**src/logic/uif_map.svh**
```systemverilog
`ifndef UIF_MAP_SVH
`define UIF_MAP_SVH
// ==========================================================
// register byte addresses
`define UIF_ADDR_IN_FLAGS 16'hde02
`define UIF_ADDR_OUT_FLAGS 16'hde04
`define UIF_ADDR_COMMON_FLAGS 16'hde06
`define UIF_ADDR_IN_ENABLE 16'hde07
`define UIF_ADDR_OUT_ENABLE 16'hde09
`define UIF_ADDR_COMMON_ENABLE 16'hde0b
`define UIF_ADDR_FRAME_LOW 16'hde0c
`define UIF_ADDR_FRAME_HIGH 16'hde0d
`define UIF_ADDR_INDEX 16'hde0e
// ==========================================================
// common register bit positions
`define UIF_BIT_FRAME_START 3
`define UIF_BIT_BUS_RESET 2
`define UIF_BIT_BUS_RESUME 1
`define UIF_BIT_BUS_SUSPEND 0
// ==========================================================
// reset values
`define UIF_RST_IN_ENABLE 8'h3f
`define UIF_RST_OUT_ENABLE 8'h3e
`define UIF_RST_COMMON_ENABLE 4'h6
`define UIF_RST_INDEX 4'h0
// ==========================================================
// valid bit masks
`define UIF_MASK_IN_FLAGS 6'h3f
`define UIF_MASK_OUT_FLAGS 6'h3e
// ==========================================================
// timing
`define UIF_SUSPEND_IDLE_MS 3
`define UIF_CLOCK_KHZ 50000
`define UIF_SUSPEND_IDLE_CYCLES (`UIF_SUSPEND_IDLE_MS * `UIF_CLOCK_KHZ)
`endif

```
**src/logic/uif_pkg.sv**
```systemverilog
package uif_pkg;
  typedef logic [7:0] uif_byte_t;
  typedef logic [15:0] uif_addr_t;
  typedef logic [10:0] uif_frame_t;
  typedef logic [3:0] uif_index_t;
endpackage : uif_pkg

```
**src/logic/uif_interrupt_bank.sv**
```systemverilog
`timescale 1ns/1ps
`include "uif_map.svh"
// Overview of operation
// IN flag register: endpoint 0 at bit 0, IN endpoints 1-5 at bits 5:1, 7:6 zero.
// Every event flag clears when its register is read; all reset to zero.
// OUT flag register: OUT endpoints 1-5 at bits 5:1, bit 0 unused.
// Common flags: frame start bit 3, bus reset 2, resume 1, suspend 0.
// IN enable mask bits 5:0, one enables, all reset to one.
// Software writes zeros into bits 7:6 of both endpoint enable masks.
// OUT enable mask bits 5:1, one enables, reset to one; bit 0 unused.
// Common enables: frame start 0, bus reset 1, resume 1, suspend 0 at reset.
// Low eight frame number bits readable, reset zero.
// Frame number bits 10:8 readable in bits 2:0 of another register.
// Software writes only 0 to 5 into the four-bit endpoint index.
// Endpoint index selects which endpoint's indexed registers appear.
// Bus reset clears index and re-enables all but frame start and suspend.
// Suspend flag sets after 3 ms bus idle when suspend enable is one.
// Interrupt request is high while any flag and its enable are both set.
module uif_interrupt_bank #(
  parameter int unsigned IdleCycles = `UIF_SUSPEND_IDLE_CYCLES
) (
  // clock and reset
  input wire logic mclk,
  input wire logic rst,
  // register access port
  input wire uif_pkg::uif_addr_t regAddr,
  input wire logic regRead,
  input wire logic regWrite,
  input wire uif_pkg::uif_byte_t regWdata,
  output uif_pkg::uif_byte_t regRdata,
  // events from the engine as one-cycle pulses, then frame number, bus idle and suspend enable as levels
  input wire logic [5:0] inEvent,
  input wire logic [5:1] outEvent,
  input wire logic frameStartEvent,
  input wire logic busResetEvent,
  input wire logic busResumeEvent,
  input wire uif_pkg::uif_frame_t frameNumber,
  input wire logic busIdle,
  input wire logic suspendEnable,
  // outputs
  output uif_pkg::uif_index_t endpointIndex,
  output logic usbIrq
);
  import uif_pkg::*;

  // ==========================================================
  // parameter check
  if (IdleCycles < 1) begin : g_badIdle
    $error("IdleCycles must be at least one");
  end

  // ==========================================================
  // state
  logic [5:0] inFlags_r, inFlags_nxt;
  logic [5:1] outFlags_r, outFlags_nxt;
  logic [3:0] comFlags_r, comFlags_nxt;
  logic [7:0] inEn_r, inEn_nxt;
  logic [7:1] outEn_r, outEn_nxt;
  logic [3:0] comEn_r, comEn_nxt;
  uif_frame_t frame_r, frame_nxt;
  uif_index_t index_r, index_nxt;
  uif_byte_t rdata_r, rdata_nxt;
  logic irq_r, irq_nxt;
  logic [31:0] idleCnt_r, idleCnt_nxt;
  logic suspended_r, suspended_nxt;
  logic idleHit;

  function automatic logic hit(input uif_addr_t a, input uif_addr_t target);
    return a == target;
  endfunction : hit

  // ==========================================================
  // suspend detection on continuous idle
  always_comb begin
    idleCnt_nxt = idleCnt_r;
    suspended_nxt = suspended_r;
    idleHit = 1'b0;
    if (!busIdle || !suspendEnable) begin
      idleCnt_nxt = 32'h0;
      suspended_nxt = 1'b0;
    end else if (!suspended_r) begin
      // the counter parks once the flag fires, so it sets once per idle period
      if (idleCnt_r >= IdleCycles - 1) begin
        idleHit = 1'b1;
        suspended_nxt = 1'b1;
      end else begin
        idleCnt_nxt = idleCnt_r + 32'h1;
      end
    end
  end

  always_ff @(posedge mclk) begin
    if (rst) begin
      idleCnt_r <= 32'h0;
      suspended_r <= 1'b0;
    end else begin
      idleCnt_r <= idleCnt_nxt;
      suspended_r <= suspended_nxt;
    end
  end

  // ==========================================================
  // event flags
  always_comb begin
    inFlags_nxt = inFlags_r;
    outFlags_nxt = outFlags_r;
    comFlags_nxt = comFlags_r;
    if (regRead && hit(regAddr, `UIF_ADDR_IN_FLAGS)) begin
      inFlags_nxt = 6'h00;
    end
    if (regRead && hit(regAddr, `UIF_ADDR_OUT_FLAGS)) begin
      outFlags_nxt = 5'h00;
    end
    if (regRead && hit(regAddr, `UIF_ADDR_COMMON_FLAGS)) begin
      comFlags_nxt = 4'h0;
    end
    // events applied after the clear, so a set in the read cycle is kept
    inFlags_nxt = inFlags_nxt | inEvent;
    outFlags_nxt = outFlags_nxt | outEvent;
    comFlags_nxt[`UIF_BIT_FRAME_START] = comFlags_nxt[`UIF_BIT_FRAME_START] | frameStartEvent;
    comFlags_nxt[`UIF_BIT_BUS_RESET] = comFlags_nxt[`UIF_BIT_BUS_RESET] | busResetEvent;
    comFlags_nxt[`UIF_BIT_BUS_RESUME] = comFlags_nxt[`UIF_BIT_BUS_RESUME] | busResumeEvent;
    comFlags_nxt[`UIF_BIT_BUS_SUSPEND] = comFlags_nxt[`UIF_BIT_BUS_SUSPEND] | idleHit;
  end

  always_ff @(posedge mclk) begin
    if (rst) begin
      inFlags_r <= 6'h00;
      outFlags_r <= 5'h00;
      comFlags_r <= 4'h0;
    end else begin
      inFlags_r <= inFlags_nxt;
      outFlags_r <= outFlags_nxt;
      comFlags_r <= comFlags_nxt;
    end
  end

  // ==========================================================
  // enable masks and endpoint index
  always_comb begin
    inEn_nxt = inEn_r;
    outEn_nxt = outEn_r;
    comEn_nxt = comEn_r;
    index_nxt = index_r;
    if (regWrite) begin
      // reserved bits 7:6 of the endpoint masks are stored as written
      if (hit(regAddr, `UIF_ADDR_IN_ENABLE)) begin
        inEn_nxt = regWdata;
      end
      if (hit(regAddr, `UIF_ADDR_OUT_ENABLE)) begin
        outEn_nxt = regWdata[7:1];
      end
      if (hit(regAddr, `UIF_ADDR_COMMON_ENABLE)) begin
        comEn_nxt = regWdata[3:0];
      end
      if (hit(regAddr, `UIF_ADDR_INDEX)) begin
        index_nxt = regWdata[3:0];
      end
    end
    // bus reset wins over a same-cycle write
    if (busResetEvent) begin
      index_nxt = `UIF_RST_INDEX;
      inEn_nxt[5:0] = `UIF_MASK_IN_FLAGS;
      outEn_nxt[5:1] = 5'(`UIF_MASK_OUT_FLAGS >> 1);
      comEn_nxt[`UIF_BIT_BUS_RESET] = 1'b1;
      comEn_nxt[`UIF_BIT_BUS_RESUME] = 1'b1;
    end
  end

  always_ff @(posedge mclk) begin
    if (rst) begin
      inEn_r <= `UIF_RST_IN_ENABLE;
      outEn_r <= 7'(`UIF_RST_OUT_ENABLE >> 1);
      comEn_r <= `UIF_RST_COMMON_ENABLE;
      index_r <= `UIF_RST_INDEX;
    end else begin
      inEn_r <= inEn_nxt;
      outEn_r <= outEn_nxt;
      comEn_r <= comEn_nxt;
      index_r <= index_nxt;
    end
  end

  // ==========================================================
  // read data, frame number and interrupt request
  always_comb begin
    frame_nxt = frameNumber;
    rdata_nxt = 8'h00;
    if (regRead) begin
      unique case (1'b1)
        hit(regAddr, `UIF_ADDR_IN_FLAGS): rdata_nxt = {2'b00, inFlags_r};
        hit(regAddr, `UIF_ADDR_OUT_FLAGS): rdata_nxt = {2'b00, outFlags_r, 1'b0};
        hit(regAddr, `UIF_ADDR_COMMON_FLAGS): rdata_nxt = {4'h0, comFlags_r};
        hit(regAddr, `UIF_ADDR_IN_ENABLE): rdata_nxt = inEn_r;
        hit(regAddr, `UIF_ADDR_OUT_ENABLE): rdata_nxt = {outEn_r, 1'b0};
        hit(regAddr, `UIF_ADDR_COMMON_ENABLE): rdata_nxt = {4'h0, comEn_r};
        hit(regAddr, `UIF_ADDR_FRAME_LOW): rdata_nxt = frame_r[7:0];
        hit(regAddr, `UIF_ADDR_FRAME_HIGH): rdata_nxt = {5'h00, frame_r[10:8]};
        hit(regAddr, `UIF_ADDR_INDEX): rdata_nxt = {4'h0, index_r};
        default: rdata_nxt = 8'h00;
      endcase
    end
    // next values are used so the request lines up with the flag registers
    irq_nxt = |(inFlags_nxt & inEn_nxt[5:0]) | |(outFlags_nxt & outEn_nxt[5:1])
      | |(comFlags_nxt & comEn_nxt);
  end

  always_ff @(posedge mclk) begin
    if (rst) begin
      frame_r <= 11'h000;
      rdata_r <= 8'h00;
      irq_r <= 1'b0;
    end else begin
      frame_r <= frame_nxt;
      rdata_r <= rdata_nxt;
      irq_r <= irq_nxt;
    end
  end

  // ==========================================================
  // outputs, each straight from a flip-flop
  assign regRdata = rdata_r;
  assign endpointIndex = index_r;
  assign usbIrq = irq_r;
endmodule : uif_interrupt_bank

```
**config.mk**
```make
export PLATFORM = sky130hd
export DESIGN_NAME = uif_interrupt_bank
export DESIGN_NICKNAME = d
export VERILOG_FILES = /design/src/logic/uif_pkg.sv /design/src/logic/uif_interrupt_bank.sv
export VERILOG_INCLUDE_DIRS = /design/src /design/src/logic
export SDC_FILE = /design/constraint.sdc
export NUM_CORES = 1
export LEC_CHECK = 0
export BUFFER_PORTS_ARGS = -buffer_cell sky130_fd_sc_hd__buf_2
export CAP_MARGIN = 30
export CORE_ASPECT_RATIO = 1.5
export CORE_UTILIZATION = 55
export DETAILED_ROUTE_END_ITERATION = 12
export GPL_ROUTABILITY_DRIVEN = 0
export PLACE_DENSITY = 0.85
export SLEW_MARGIN = 20
export SYNTH_ARGS = -nofsm -noshare
export SYNTH_HDL_FRONTEND = slang
export SYNTH_SLANG_ARGS = --single-unit
```
**constraint.sdc**
```tcl
create_clock -name mclk -period 2.93 [get_ports mclk]
set_input_delay 0.293 -clock mclk [delete_from_list [all_inputs] [get_ports mclk]]
set_output_delay 0.293 -clock mclk [all_outputs]
set_load 0.01 [all_outputs]
```
# After elaboration in Yosys (flattened, before gate mapping)
# Index checks and enable logic that the tools add are counted.
[totals]
ff_bits = 91
inputBits = 55
out_inout_bits = 13
word_cells = 72
[classes]
mux = 17
n_lt_le_gt_ge = 1
eq_ne = 9
bitwise_logic = 14
addsub = 1
reduce_logical = 16
[ops]
columns = ["op", "n"]
rows = [
  ["$eq A16 B16 Y1 const B", 9],
  ["$pmux W8 S9", 1],
  ["$add A32 B1 Y32 const B", 1],
  ["$ge A32 B18 Y1 const B", 1],
  ["$mux W6", 4],
  ["$mux W5", 4],
  ["$mux W4", 3],
  ["$reduce_and A2 Y1", 4],
  ["$and A6 B6 Y6", 1],
  ["$or A1 B1 Y1", 6],
  ["$or A6 B6 Y6", 1],
  ["$reduce_or A2 Y1", 3],
  ["$reduce_or A6 Y1", 1],
  ["$and A5 B5 Y5", 1],
  ["$or A5 B5 Y5", 1],
  ["$reduce_or A5 Y1", 1],
  ["$and A4 B4 Y4", 1],
  ["$mux W1", 4],
  ["$reduce_or A4 Y1", 1],
  ["$logic_and A1 B1 Y1", 3],
  ["$not A1 Y1", 3],
  ["$logic_not A1 Y1", 2],
  ["$mux W2", 1],
  ["$logic_or A1 B1 Y1", 1],
]

# Logic depth before layout (Yosys ltp)
# Gate-level depths: netlist of the first run.
[depth]
depth_word = 8
depth_mapped = 9
depth_no_buf = 7

# Worst setup path after synthesis of the first run
# No wires, ideal clock.
[synth_path]
path_kind = "input port to flip-flop"
from = "in regAddr[7]"
to = "reg irq_r (netlist: usbIrq)"
cell_stages = 9
arrival_ns = 2.323
t_required_ns = 2.797
slack_ns = 0.475
setup_ns = 0.133
n_path_buf = 2
path_cell_list = "or4b_4 buf_6 or3_1 buf_2 nor2_8 mux2i_1 o22ai_1 nor4_1 a31oi_1"
[synth_between]
elab_chain_cells = 8
elab_cells_between_ends = 35
cone_classes = "6 x eq/ne; 12 x mux; 11 x bitwise; 6 x reduce/logical"
[synth_rtl]
columns = ["item", "line", "source"]
rows = [
  ["start, declared", "uif_interrupt_bank.sv:26", "input wire uif_pkg::uif_addr_t regAddr,"],
  ["$eq A16 B16 Y1", "uif_interrupt_bank.sv:69", "return a == target;"],
  ["$mux W6 (tied with other cells)", "uif_interrupt_bank.sv:147", "if (hit(regAddr, `UIF_ADDR_IN_ENABLE)) begin"],
  ["$mux W6 (tied with other cells)", "uif_interrupt_bank.sv:145", "if (regWrite) begin"],
  ["$mux W6 (tied with other cells)", "uif_interrupt_bank.sv:161", "if (busResetEvent) begin"],
  ["$and A6 B6 Y6 or $and A5 B5 Y5 (tied branches)", "uif_interrupt_bank.sv:204", "irq_nxt = |(inFlags_nxt & inEn_nxt[5:0]) | |(outFlags_nxt & outEn_nxt[5:1])"],
  ["$reduce_or A6 Y1 or $reduce_or A5 Y1 (tied branches)", "uif_interrupt_bank.sv:204", ""],
  ["$or A1 B1 Y1", "uif_interrupt_bank.sv:204", ""],
  ["$or A1 B1 Y1 *", "uif_interrupt_bank.sv:205", "| |(comFlags_nxt & comEn_nxt);"],
  ["end signal, assigned", "uif_interrupt_bank.sv:216", "irq_r <= irq_nxt;"],
  ["end, declared", "uif_interrupt_bank.sv:63", "logic irq_r, irq_nxt;"],
]
# Mark *: on every way between the ends. The rest lies on a longest branch, timed or not.
# A chain may end at the register's enable or synchronous reset.

# Worst setup path after layout of the first run
[layout_path]
from = "reg idleCnt_r[0]"
to = "reg idleCnt_r[10]"
[layout_between]
elab_chain_cells = 3
elab_cells_between_ends = 4
cone_classes = "1 x add/sub; 1 x order compare; 1 x bitwise; 1 x reduce/logical"
[layout_rtl]
columns = ["item", "line", "source"]
rows = [
  ["start, declared", "uif_interrupt_bank.sv:64", "logic [31:0] idleCnt_r, idleCnt_nxt;"],
  ["start signal, assigned", "uif_interrupt_bank.sv:97", "idleCnt_r <= idleCnt_nxt;"],
  ["$ge A32 B18 Y1", "uif_interrupt_bank.sv:83", "if (idleCnt_r >= IdleCycles - 1) begin"],
  ["$not A1 Y1 (no source line)", "--", ""],
  ["$reduce_and A2 Y1 (no source line)", "--", ""],
]
# Several ways; a longest one is shown, not always the timed one.

==> results.ini, run 1 <==
[place]
port_buffers = 67
hpwl_um = 6740

[clock_tree]
cts_tree = done
hold_buffers = 0
clk_pin_slew_worst_paths_ns = 0.08
clk_latency_ns = 0.37
post_cts_resized = 0
clock_path_buffers = 2
cts_buffers = 9
post-cts-setup-buffers = 0
cts_root_buffer = clkbuf_8
htreeDepth = 3
cts.sinks = 91

[sta]
layout_min_cycle_time_ns = 2.569
skew_ns = 0.01378
hold_viol_final = 0
worst_pin_slew_ns = 0.7822
fin_setup_tns_ns = 0
rsz0062_at_grt = false
slew_headroom_pct = 47.66
drv_slew = 0
min_period_over_period_pct = 87.69
fmax_mhz = 389.2
setup_violations = 0

[synthesis]
avgSynthCellArea_um2 = 9.498
synth_edf_count = 0
synth_top_area_share_pct = 48.07
yosysTopAreaCell = dfxtp_1
seq_area_frac_synth_pct = 48.07
synth_area_leaders = dfxtp_1 (48%), mux2i_1 (7.1%), nor2_1 (4.6%)
ys_seq_elements = 91
yosys_most_used_dff = dfxtp_1
yosysWarnings = 0
synth_fp_nets = 455
synthArstFlopShare_pct = 0
synthCells = 399
syn_area_um2 = 3790
ys_types = 51

[cells_and_area]
utilization_pct = 66.82
area_growth_pct = 15.95
fill_cells = 553
drive_gt1_share_pct = 22.13
antenna_cells = 0
nets = 522

[worst_setup_path]
critPathSlowestCell = a2111oi_4
worstPathMaxFanout = 10
r2r_slack_ns = 0.36
worst_setup_path_start_kind = flip-flop
required_ns = 3.22
cpPeakStageDelay_ns = 0.59
end_kind = flip-flop
worstPathArrival_ns = 2.86
crit_type = flip-flop to flip-flop
cp_cell_sequence = ha_1, a31o_2, a2111oi_4, nand4_1, or3_1, a21oi_1

[drt]
top_layer = met4
vias = 3262
drtPass1Iterations = 5
routed-wl-met3_um = 535
wl_met2_um = 4761
drc = 0
wl_um = 9181
final_antenna_net_count = 0
avgViaCountPerCell = 5.974
wl_per_cell_um = 16.82
drt_iter0_drc = 229
m1WireLength_um = 3432

[floorplan]
core_um2 = 6576
die_y_um = 103.7
row_count = 36
start_util_pct = 57.63
io_pins = 68
dieWidth_um = 69.78
die_area_um2 = 7233

[global_routing]
grt_pass1_vias = 3187
grt_max_degree = 40
track_usage_pct = 26.60
gr-total-overflow = 0
grt_pass1_wl_um = 14860
antenna_found_initial = 0

[status]
status = finished clean

[pwr]
p_leak_nw = 1.825
ir_drop_uv = 476.8
power_per_cell_area_nw_per_um2 = 532.0

[hold_path]
hold_class = primary input to flip-flop

[run]
drv_cap = 0

## kinds of logic after synthesis
family	count (synthesis)	share of synthesized area [%]
xor+xnor	9	2.080
fa+ha+maj	1	0.3301
flops	91	48.07
buf+inv	21	2.674
mux	33	9.013
compound gates	72	12.88
simple gates	172	24.96
## worst max-delay path: cells and delay by family, from the launching register on
family / cells / cell delay (ns)
flip-flops: 1 / 0.34
AO/OA/AOI/OAI: 3 / 1.03
AND/OR/NAND/NOR: 2 / 0.86
adder cells (fa/ha/maj): 1 / 0.26
## power by group
part	internal (mW)	total, mW	switching [mW]
combinational	0.0607	0.143	0.0819
sequential	1.26	1.27	0.0109
clock	0.501	0.925	0.424
total	1.82	2.34	0.517
## routing by layer
metal  track usage (%)  vias up
li1                  -     1568
met1             27.77     1520
met2             46.57      138
met3             5.739       36
met4             18.14        0
met5                 0        -
## flip-flops by register name, indices dropped and copies added (netlist names)
signal / flops
comEn_r: 4
comFlags_r: 4
endpointIndex: 4
frame_r: 11
idleCnt_r: 32
inEn_r: 8
inFlags_r: 6
outEn_r: 7
outFlags_r: 5
regRdata: 8
suspended_r: 1
usbIrq: 1
## through the flow
step	cells	worst slack [ns]	hold WS (ns)	instance area, um2	power (mW)
4_1_cts	546	0.3755	0.1119	4394	2.350
3_3_place_gp	531	0.2913	0.4435	4179	1.434
3_5_place_dp	531	0.2061	0.4482	4179	1.438
2_1_floorplan	399	0.4749	0.4167	3790	1.372
5_1_grt	546	0.1708	0.1296	4394	2.411
6_report	546	0.3607	0.1292	4394	2.338
## layout by cell type, fill, tap and decap left out, types with 3 or more instances in the layout
cell type and count:
a22oi_1 5, xor2_1 6, buf_2 67, a22o_1 6, nand2_1 32, clkbuf_8 10, o22ai_1 4, inv_1 4
nor2b_1 14, dfxtp_1 91, and3_1 7, mux2i_1 27, and2_1 17, mux2_2 5, buf_4 6, or3_1 9
a21oi_1 27, a31oi_1 3, nor2_1 46, nor4_1 10, xnor2_1 3, nand4_1 9, o21ai_0 10, nor3_1 7
nand3_1 8, a222oi_1 4
## final timing paths
path / depth (start not counted) / end / startpoint
max: 6 / idleCnt_r[10] / idleCnt_r[0]
min: 2 / frame_r[9] / frameNumber[9]
max reg2reg: 6 / idleCnt_r[10] / idleCnt_r[0]
min reg2reg: 1 / idleCnt_r[25] / idleCnt_r[25]
## Yosys cell counts, drive strengths merged, types with 9 or more instances
master,instances
nor4,11
nand4,9
clkbuf,13
or3,9
nor2,48
and2,17
a21oi,27
nor2b,14
o21ai,10
nand2,33
mux2i,27
dfxtp,91
## final cells by class
class,count,area [um2],share of cell area (%)
multi-input combinational,287,1867,42.48
sequential,91,1822,41.46
timing repair buffer,73,380.4,8.656
clock buffer,11,141.4,3.218
tap,76,95.09,2.164
clock inverter,4,73.82,1.680
inverter,4,15.01,0.3417
(Power assumes the default switching activity.)
==> inputs of run 2 (changes only) <==
- PLACE_DENSITY: 0.85 -> 0.81
==> run 2 against run 1 <==
Worst setup slack worse by 0.040 ns. Critical path depth is the same. Final cell count is 0.55% higher. Total power is 0.52% higher. Non-clock buffer count up 2. Clock power increased by 1%. First-iteration DRC count rose by 3.1%. Global-route usage decreased by 1.7 points. Design area grew 0.60%. Via count down 0.71%. Largest power group unchanged.
==> results.ini, run 2 (synthesis gave the netlist of run 1 again) <==
[status]
status = finished clean

[clock_tree]
post_cts_resized = 0  ; unchanged
post-cts-setup-buffers = 0  ; unchanged
hold_buffers = 0  ; unchanged
cts_tree = done
clock_path_buffers = 2  ; unchanged
cts_root_buffer = clkbuf_8
htreeDepth = 3  ; unchanged
clk_pin_slew_worst_paths_ns = 0.09  ; about the same
cts_buffers = 9  ; unchanged
clk_latency_ns = 0.36  ; about the same
cts.sinks = 91  ; unchanged

[floorplan]
die_area_um2 = 7233  ; unchanged
io_pins = 68  ; unchanged
row_count = 36  ; unchanged
dieWidth_um = 69.78  ; unchanged
core_um2 = 6576  ; unchanged
start_util_pct = 57.63  ; unchanged
die_y_um = 103.7  ; unchanged

[cells_and_area]
area_growth_pct = 16.64
largest_registers = idleCnt_r (32), frame_r (11)
nets = 524  ; +0.38%
stdcell_area_um2 = 4420  ; +0.60%
drive_gt1_share_pct = 22.62  ; +0.49 points
final_common_cell = dfxtp_1
largest_register = idleCnt_r
utilization_pct = 67.22  ; +0.40 points
fill_cells = 519  ; -6.1%
antenna_cells = 0  ; unchanged
layout_common_cells = dfxtp_1 (91), buf_2 (67), nor2_1 (46)
largest_reg_flops = 32  ; unchanged

[worst_setup_path]
r2r_end = idleCnt_r[10]
path_delay_family = compound AO/OA/AOI/OAI gates
end_kind = flip-flop
cpPeakStageDelay_ns = 0.62  ; +0.03 ns
crit_type = flip-flop to flip-flop
cp_cell_sequence = ha_1, a31o_2, a2111oi_4, nand4_1, or3_1, a21oi_1
reg2regPathDepth = 6  ; unchanged
r2r_slack_ns = 0.32  ; -0.04 ns
required_ns = 3.21  ; about the same
critPathSlowestCell = a2111oi_4
worstPathMaxFanout = 10  ; unchanged
worst_setup_path_start_kind = flip-flop
worstPathArrival_ns = 2.89  ; +0.03 ns
path_buf_inv = 0  ; unchanged
rr_startpoint = idleCnt_r[0]

[drt]
drt_iter0_drc = 236  ; +3.1%
wl_per_cell_um = 16.05  ; -4.5%
avgViaCountPerCell = 5.900  ; -1.2%
wl_um = 8812  ; -4.0%
drc = 0  ; unchanged
drtPass1Iterations = 7  ; +2
final_antenna_net_count = 0  ; unchanged
vias = 3239  ; -0.71%

[hold_path]
min_to = frame_r[6]
worstHoldStart = frameNumber[6]
hold_path_depth = 2  ; unchanged
hold_class = primary input to flip-flop

[sta]
drv_slew = 0  ; unchanged
fin_setup_tns_ns = 0  ; unchanged
setup_violations = 0  ; unchanged
slew_headroom_pct = 49.88  ; +2.2 points
holdWs_ns = 0.1401  ; +0.01094 ns
worst_pin_slew_ns = 0.7490  ; -0.03314 ns
fmax_mhz = 383.3  ; -1.5%
rsz0062_at_grt = false
layout_min_cycle_time_ns = 2.609  ; +0.03986 ns
min_period_over_period_pct = 89.05  ; +1.4 points
hold_viol_final = 0  ; unchanged
skew_ns = 0.01083  ; -0.002957 ns

[global_routing]
antenna_found_initial = 0  ; unchanged
grt_use_met2_pct = 43.20  ; -3.4 points
grtUsageMet3_pct = 5.739  ; unchanged
grt_use_met1_pct = 26.88  ; -0.89 points
grt_pass1_vias = 3151  ; -1.1%
grt_max_degree = 40  ; unchanged
busiest_layer = met2
grt_pass1_wl_um = 14190  ; -4.5%
gr-total-overflow = 0  ; unchanged
track_usage_pct = 24.87  ; -1.7 points

[pwr]
power_per_cell_area_nw_per_um2 = 531.5  ; about the same
p_leak_nw = 1.833  ; +0.47%
ir_drop_uv = 361.2  ; -24%
power_mw = 2.350  ; +0.52%

[place]
port_buffers = 67  ; unchanged
hpwl_um = 6641  ; -1.5%
placed_area_um2 = 4194  ; +0.36%

[run]
drv_cap = 0  ; unchanged

-- run 2: worst max-delay path by stage --
stage                       startpoint             to  cells after the start
after floorplan             regAddr[7]         usbIrq                      9
after detailed placement    regAddr[7]         usbIrq                      8
after global routing      idleCnt_r[0]  idleCnt_r[14]                      6
after global placement      regAddr[7]         usbIrq                      8
final                     idleCnt_r[0]  idleCnt_r[10]                      6
after CTS                 idleCnt_r[0]  idleCnt_r[10]                      6
-- run 2: per-layer routing --
metal / share of wire, % / vias up / routed length (um)
li1: - / 1568 / -
met5: 0 / - / 0
met3: 7.0 / 33 / 616
met1: 38 / 1483 / 3366
met2: 50 / 155 / 4420
met4: 4.6 / 0 / 408
-- run 2: cell type report --
| cell class | instances | area [um2] | share of cell area (%) |
|---|---|---|---|
| Multi-Input combinational cell | 287 | 1867 | 42.23 |
| Inverter | 4 | 15.01 | 0.3397 |
| Clock inverter | 5 | 85.08 | 1.925 |
| Timing Repair Buffer | 75 | 395.4 | 8.944 |
| Sequential cell | 91 | 1822 | 41.21 |
| Tap cell | 76 | 95.09 | 2.151 |
| Clock buffer | 11 | 141.4 | 3.198 |
-- run 2: per-stage QoR --
stage,worst slack [ns],instances
floorplan,0.4749,399
global placement,0.2838,533
detailed placement,0.2224,533
CTS,0.3281,549
global route,0.1277,549
finish,0.3209,549
-- run 2: report_power, final --
group	internal [mW]	switching (mW)	leakage, nW
registers	1.26	0.0109	0.742
logic	0.0625	0.0814	0.981
clock network	0.509	0.428	0.110
total	1.83	0.520	1.83
==> inputs of run 3 (changes only) <==
- CTS_BUF_LIST: not set -> sky130_fd_sc_hd__clkbuf_8
==> run 3 against run 2 <==
Flip-flop and latch count unchanged. Register-to-register slack about the same. Sequential share of layout area unchanged. Critical path type unchanged. Non-clock buffer count unchanged. Largest power group unchanged.
==> results.ini, run 3 (synthesis gave the netlist of run 1 again) <==
[status]
status = finished clean

[cells_and_area]
layout.cells.non_filler = 549  ; unchanged
largest_registers = idleCnt_r (32), frame_r (11)
layout_common_cells = dfxtp_1 (91), buf_2 (67), nor2_1 (46)
largest_register = idleCnt_r
fill_cells = 519  ; unchanged
antenna_cells = 0  ; unchanged
area_growth_pct = 16.64  ; unchanged
nets = 524  ; unchanged
drive_gt1_share_pct = 22.62  ; unchanged
final_common_cell = dfxtp_1
largest_reg_flops = 32  ; unchanged

[worst_setup_path]
required_ns = 3.21  ; about the same
cpPeakStageDelay_ns = 0.62  ; about the same
crit_type = flip-flop to flip-flop
cp_cell_sequence = ha_1, a31o_2, a2111oi_4, nand4_1, or3_1, a21oi_1
worstPathMaxFanout = 10  ; unchanged
critPathSlowestCell = a2111oi_4
worst_setup_path_start_kind = flip-flop
worstPathArrival_ns = 2.89  ; about the same
end_kind = flip-flop

[drt]
avgViaCountPerCell = 5.872  ; -0.46%
drt_iter0_drc = 236  ; unchanged
drc = 0  ; unchanged
wl_um = 8816  ; about the same
final_antenna_net_count = 0  ; unchanged
wl_per_cell_um = 16.06  ; about the same
vias = 3224  ; -0.46%
drtPass1Iterations = 5  ; -2

[sta]
worst_pin_slew_ns = 0.7510  ; +0.002024 ns
drv_slew = 0  ; unchanged
fin_setup_tns_ns = 0  ; unchanged
hold_viol_final = 0  ; unchanged
fmax_mhz = 383.3  ; unchanged
layout_min_cycle_time_ns = 2.609  ; unchanged
min_period_over_period_pct = 89.05  ; unchanged
rsz0062_at_grt = false
skew_ns = 0.008949  ; -0.001878 ns
slew_headroom_pct = 49.75  ; -0.14 points
setup_violations = 0  ; unchanged

[floorplan]
row_count = 36  ; unchanged
die_y_um = 103.7  ; unchanged
core_um2 = 6576  ; unchanged
die_area_um2 = 7233  ; unchanged
io_pins = 68  ; unchanged
dieWidth_um = 69.78  ; unchanged
start_util_pct = 57.63  ; unchanged

[pwr]
ir_drop_uv = 361.5  ; about the same
power_mw = 2.348  ; about the same
p_leak_nw = 1.837  ; +0.23%
power_per_cell_area_nw_per_um2 = 531.2  ; about the same

[global_routing]
gr-total-overflow = 0  ; unchanged
grt_pass1_vias = 3151  ; unchanged
grt_pass1_wl_um = 14190  ; unchanged
track_usage_pct = 24.87  ; unchanged
antenna_found_initial = 0  ; unchanged
grt_max_degree = 40  ; unchanged

[clock_tree]
htreeDepth = 3  ; unchanged
cts_buffers = 9  ; unchanged
cts_tree = done
cts.sinks = 91  ; unchanged
clock_path_buffers = 2  ; unchanged
cts_root_buffer = clkbuf_8
hold_buffers = 0  ; unchanged
post_cts_resized = 0  ; unchanged
clk_pin_slew_worst_paths_ns = 0.09  ; about the same
post-cts-setup-buffers = 0  ; unchanged
clk_latency_ns = 0.36  ; about the same

[place]
dp_cells = 533  ; unchanged
port_buffers = 67  ; unchanged
hpwl_um = 6641  ; unchanged

[hold_path]
hold_class = primary input to flip-flop

[run]
drv_cap = 0  ; unchanged

## run 3: path summary, 6_finish.rpt
kind,start,endpoint,slack (ns),depth (start not counted)
setup / recovery,idleCnt_r[0],idleCnt_r[10],0.32,6
hold / removal,frameNumber[6],frame_r[6],0.14,2
setup reg to reg,idleCnt_r[0],idleCnt_r[10],0.32,6
hold reg to reg,idleCnt_r[25],idleCnt_r[25],0.46,1
## run 3: power breakdown
| group | internal (mW) | total [mW] | switching, mW |
|---|---|---|---|
| registers | 1.26 | 1.27 | 0.0110 |
| logic | 0.0625 | 0.144 | 0.0816 |
| clock network | 0.505 | 0.934 | 0.429 |
| total | 1.83 | 2.35 | 0.522 |
## run 3: routing by layer
layer,global-route usage [%],up-vias,share of wire (%)
li1,-,1567,-
met1,26.88,1476,38
met2,43.20,147,50
met3,5.739,34,7.1
met4,15.00,0,5.0
met5,0,-,0
## run 3: critical path, delay by kind of cell (launching register included)
family | cells | cell delay [ns]
simple gates | 2 | 0.87
fa+ha+maj | 1 | 0.27
compound gates | 3 | 1.07
flops | 1 | 0.34
## run 3: cell type report
type	count	area (um2)	area share (%)
sequential	91	1822	41.21
clock buffer	10	137.6	3.114
multi-input combinational	287	1867	42.23
inverter	4	15.01	0.3397
timing repair buffer	75	395.4	8.944
clock inverter	6	88.84	2.010
tap	76	95.09	2.151
## run 3: stage by stage
stage / setup WS (ns) / hold slack [ns] / util (%) / area [um2]
2_1_floorplan: 0.4749 / 0.4167 / - / 3790
3_3_place_gp: 0.2838 / 0.4421 / 63.77 / 4194
3_5_place_dp: 0.2224 / 0.4448 / 63.77 / 4194
4_1_cts: 0.3281 / 0.1298 / 67.22 / 4420
5_1_grt: 0.1277 / 0.1273 / 67.22 / 4420
6_report: 0.3209 / 0.1417 / 67.22 / 4420
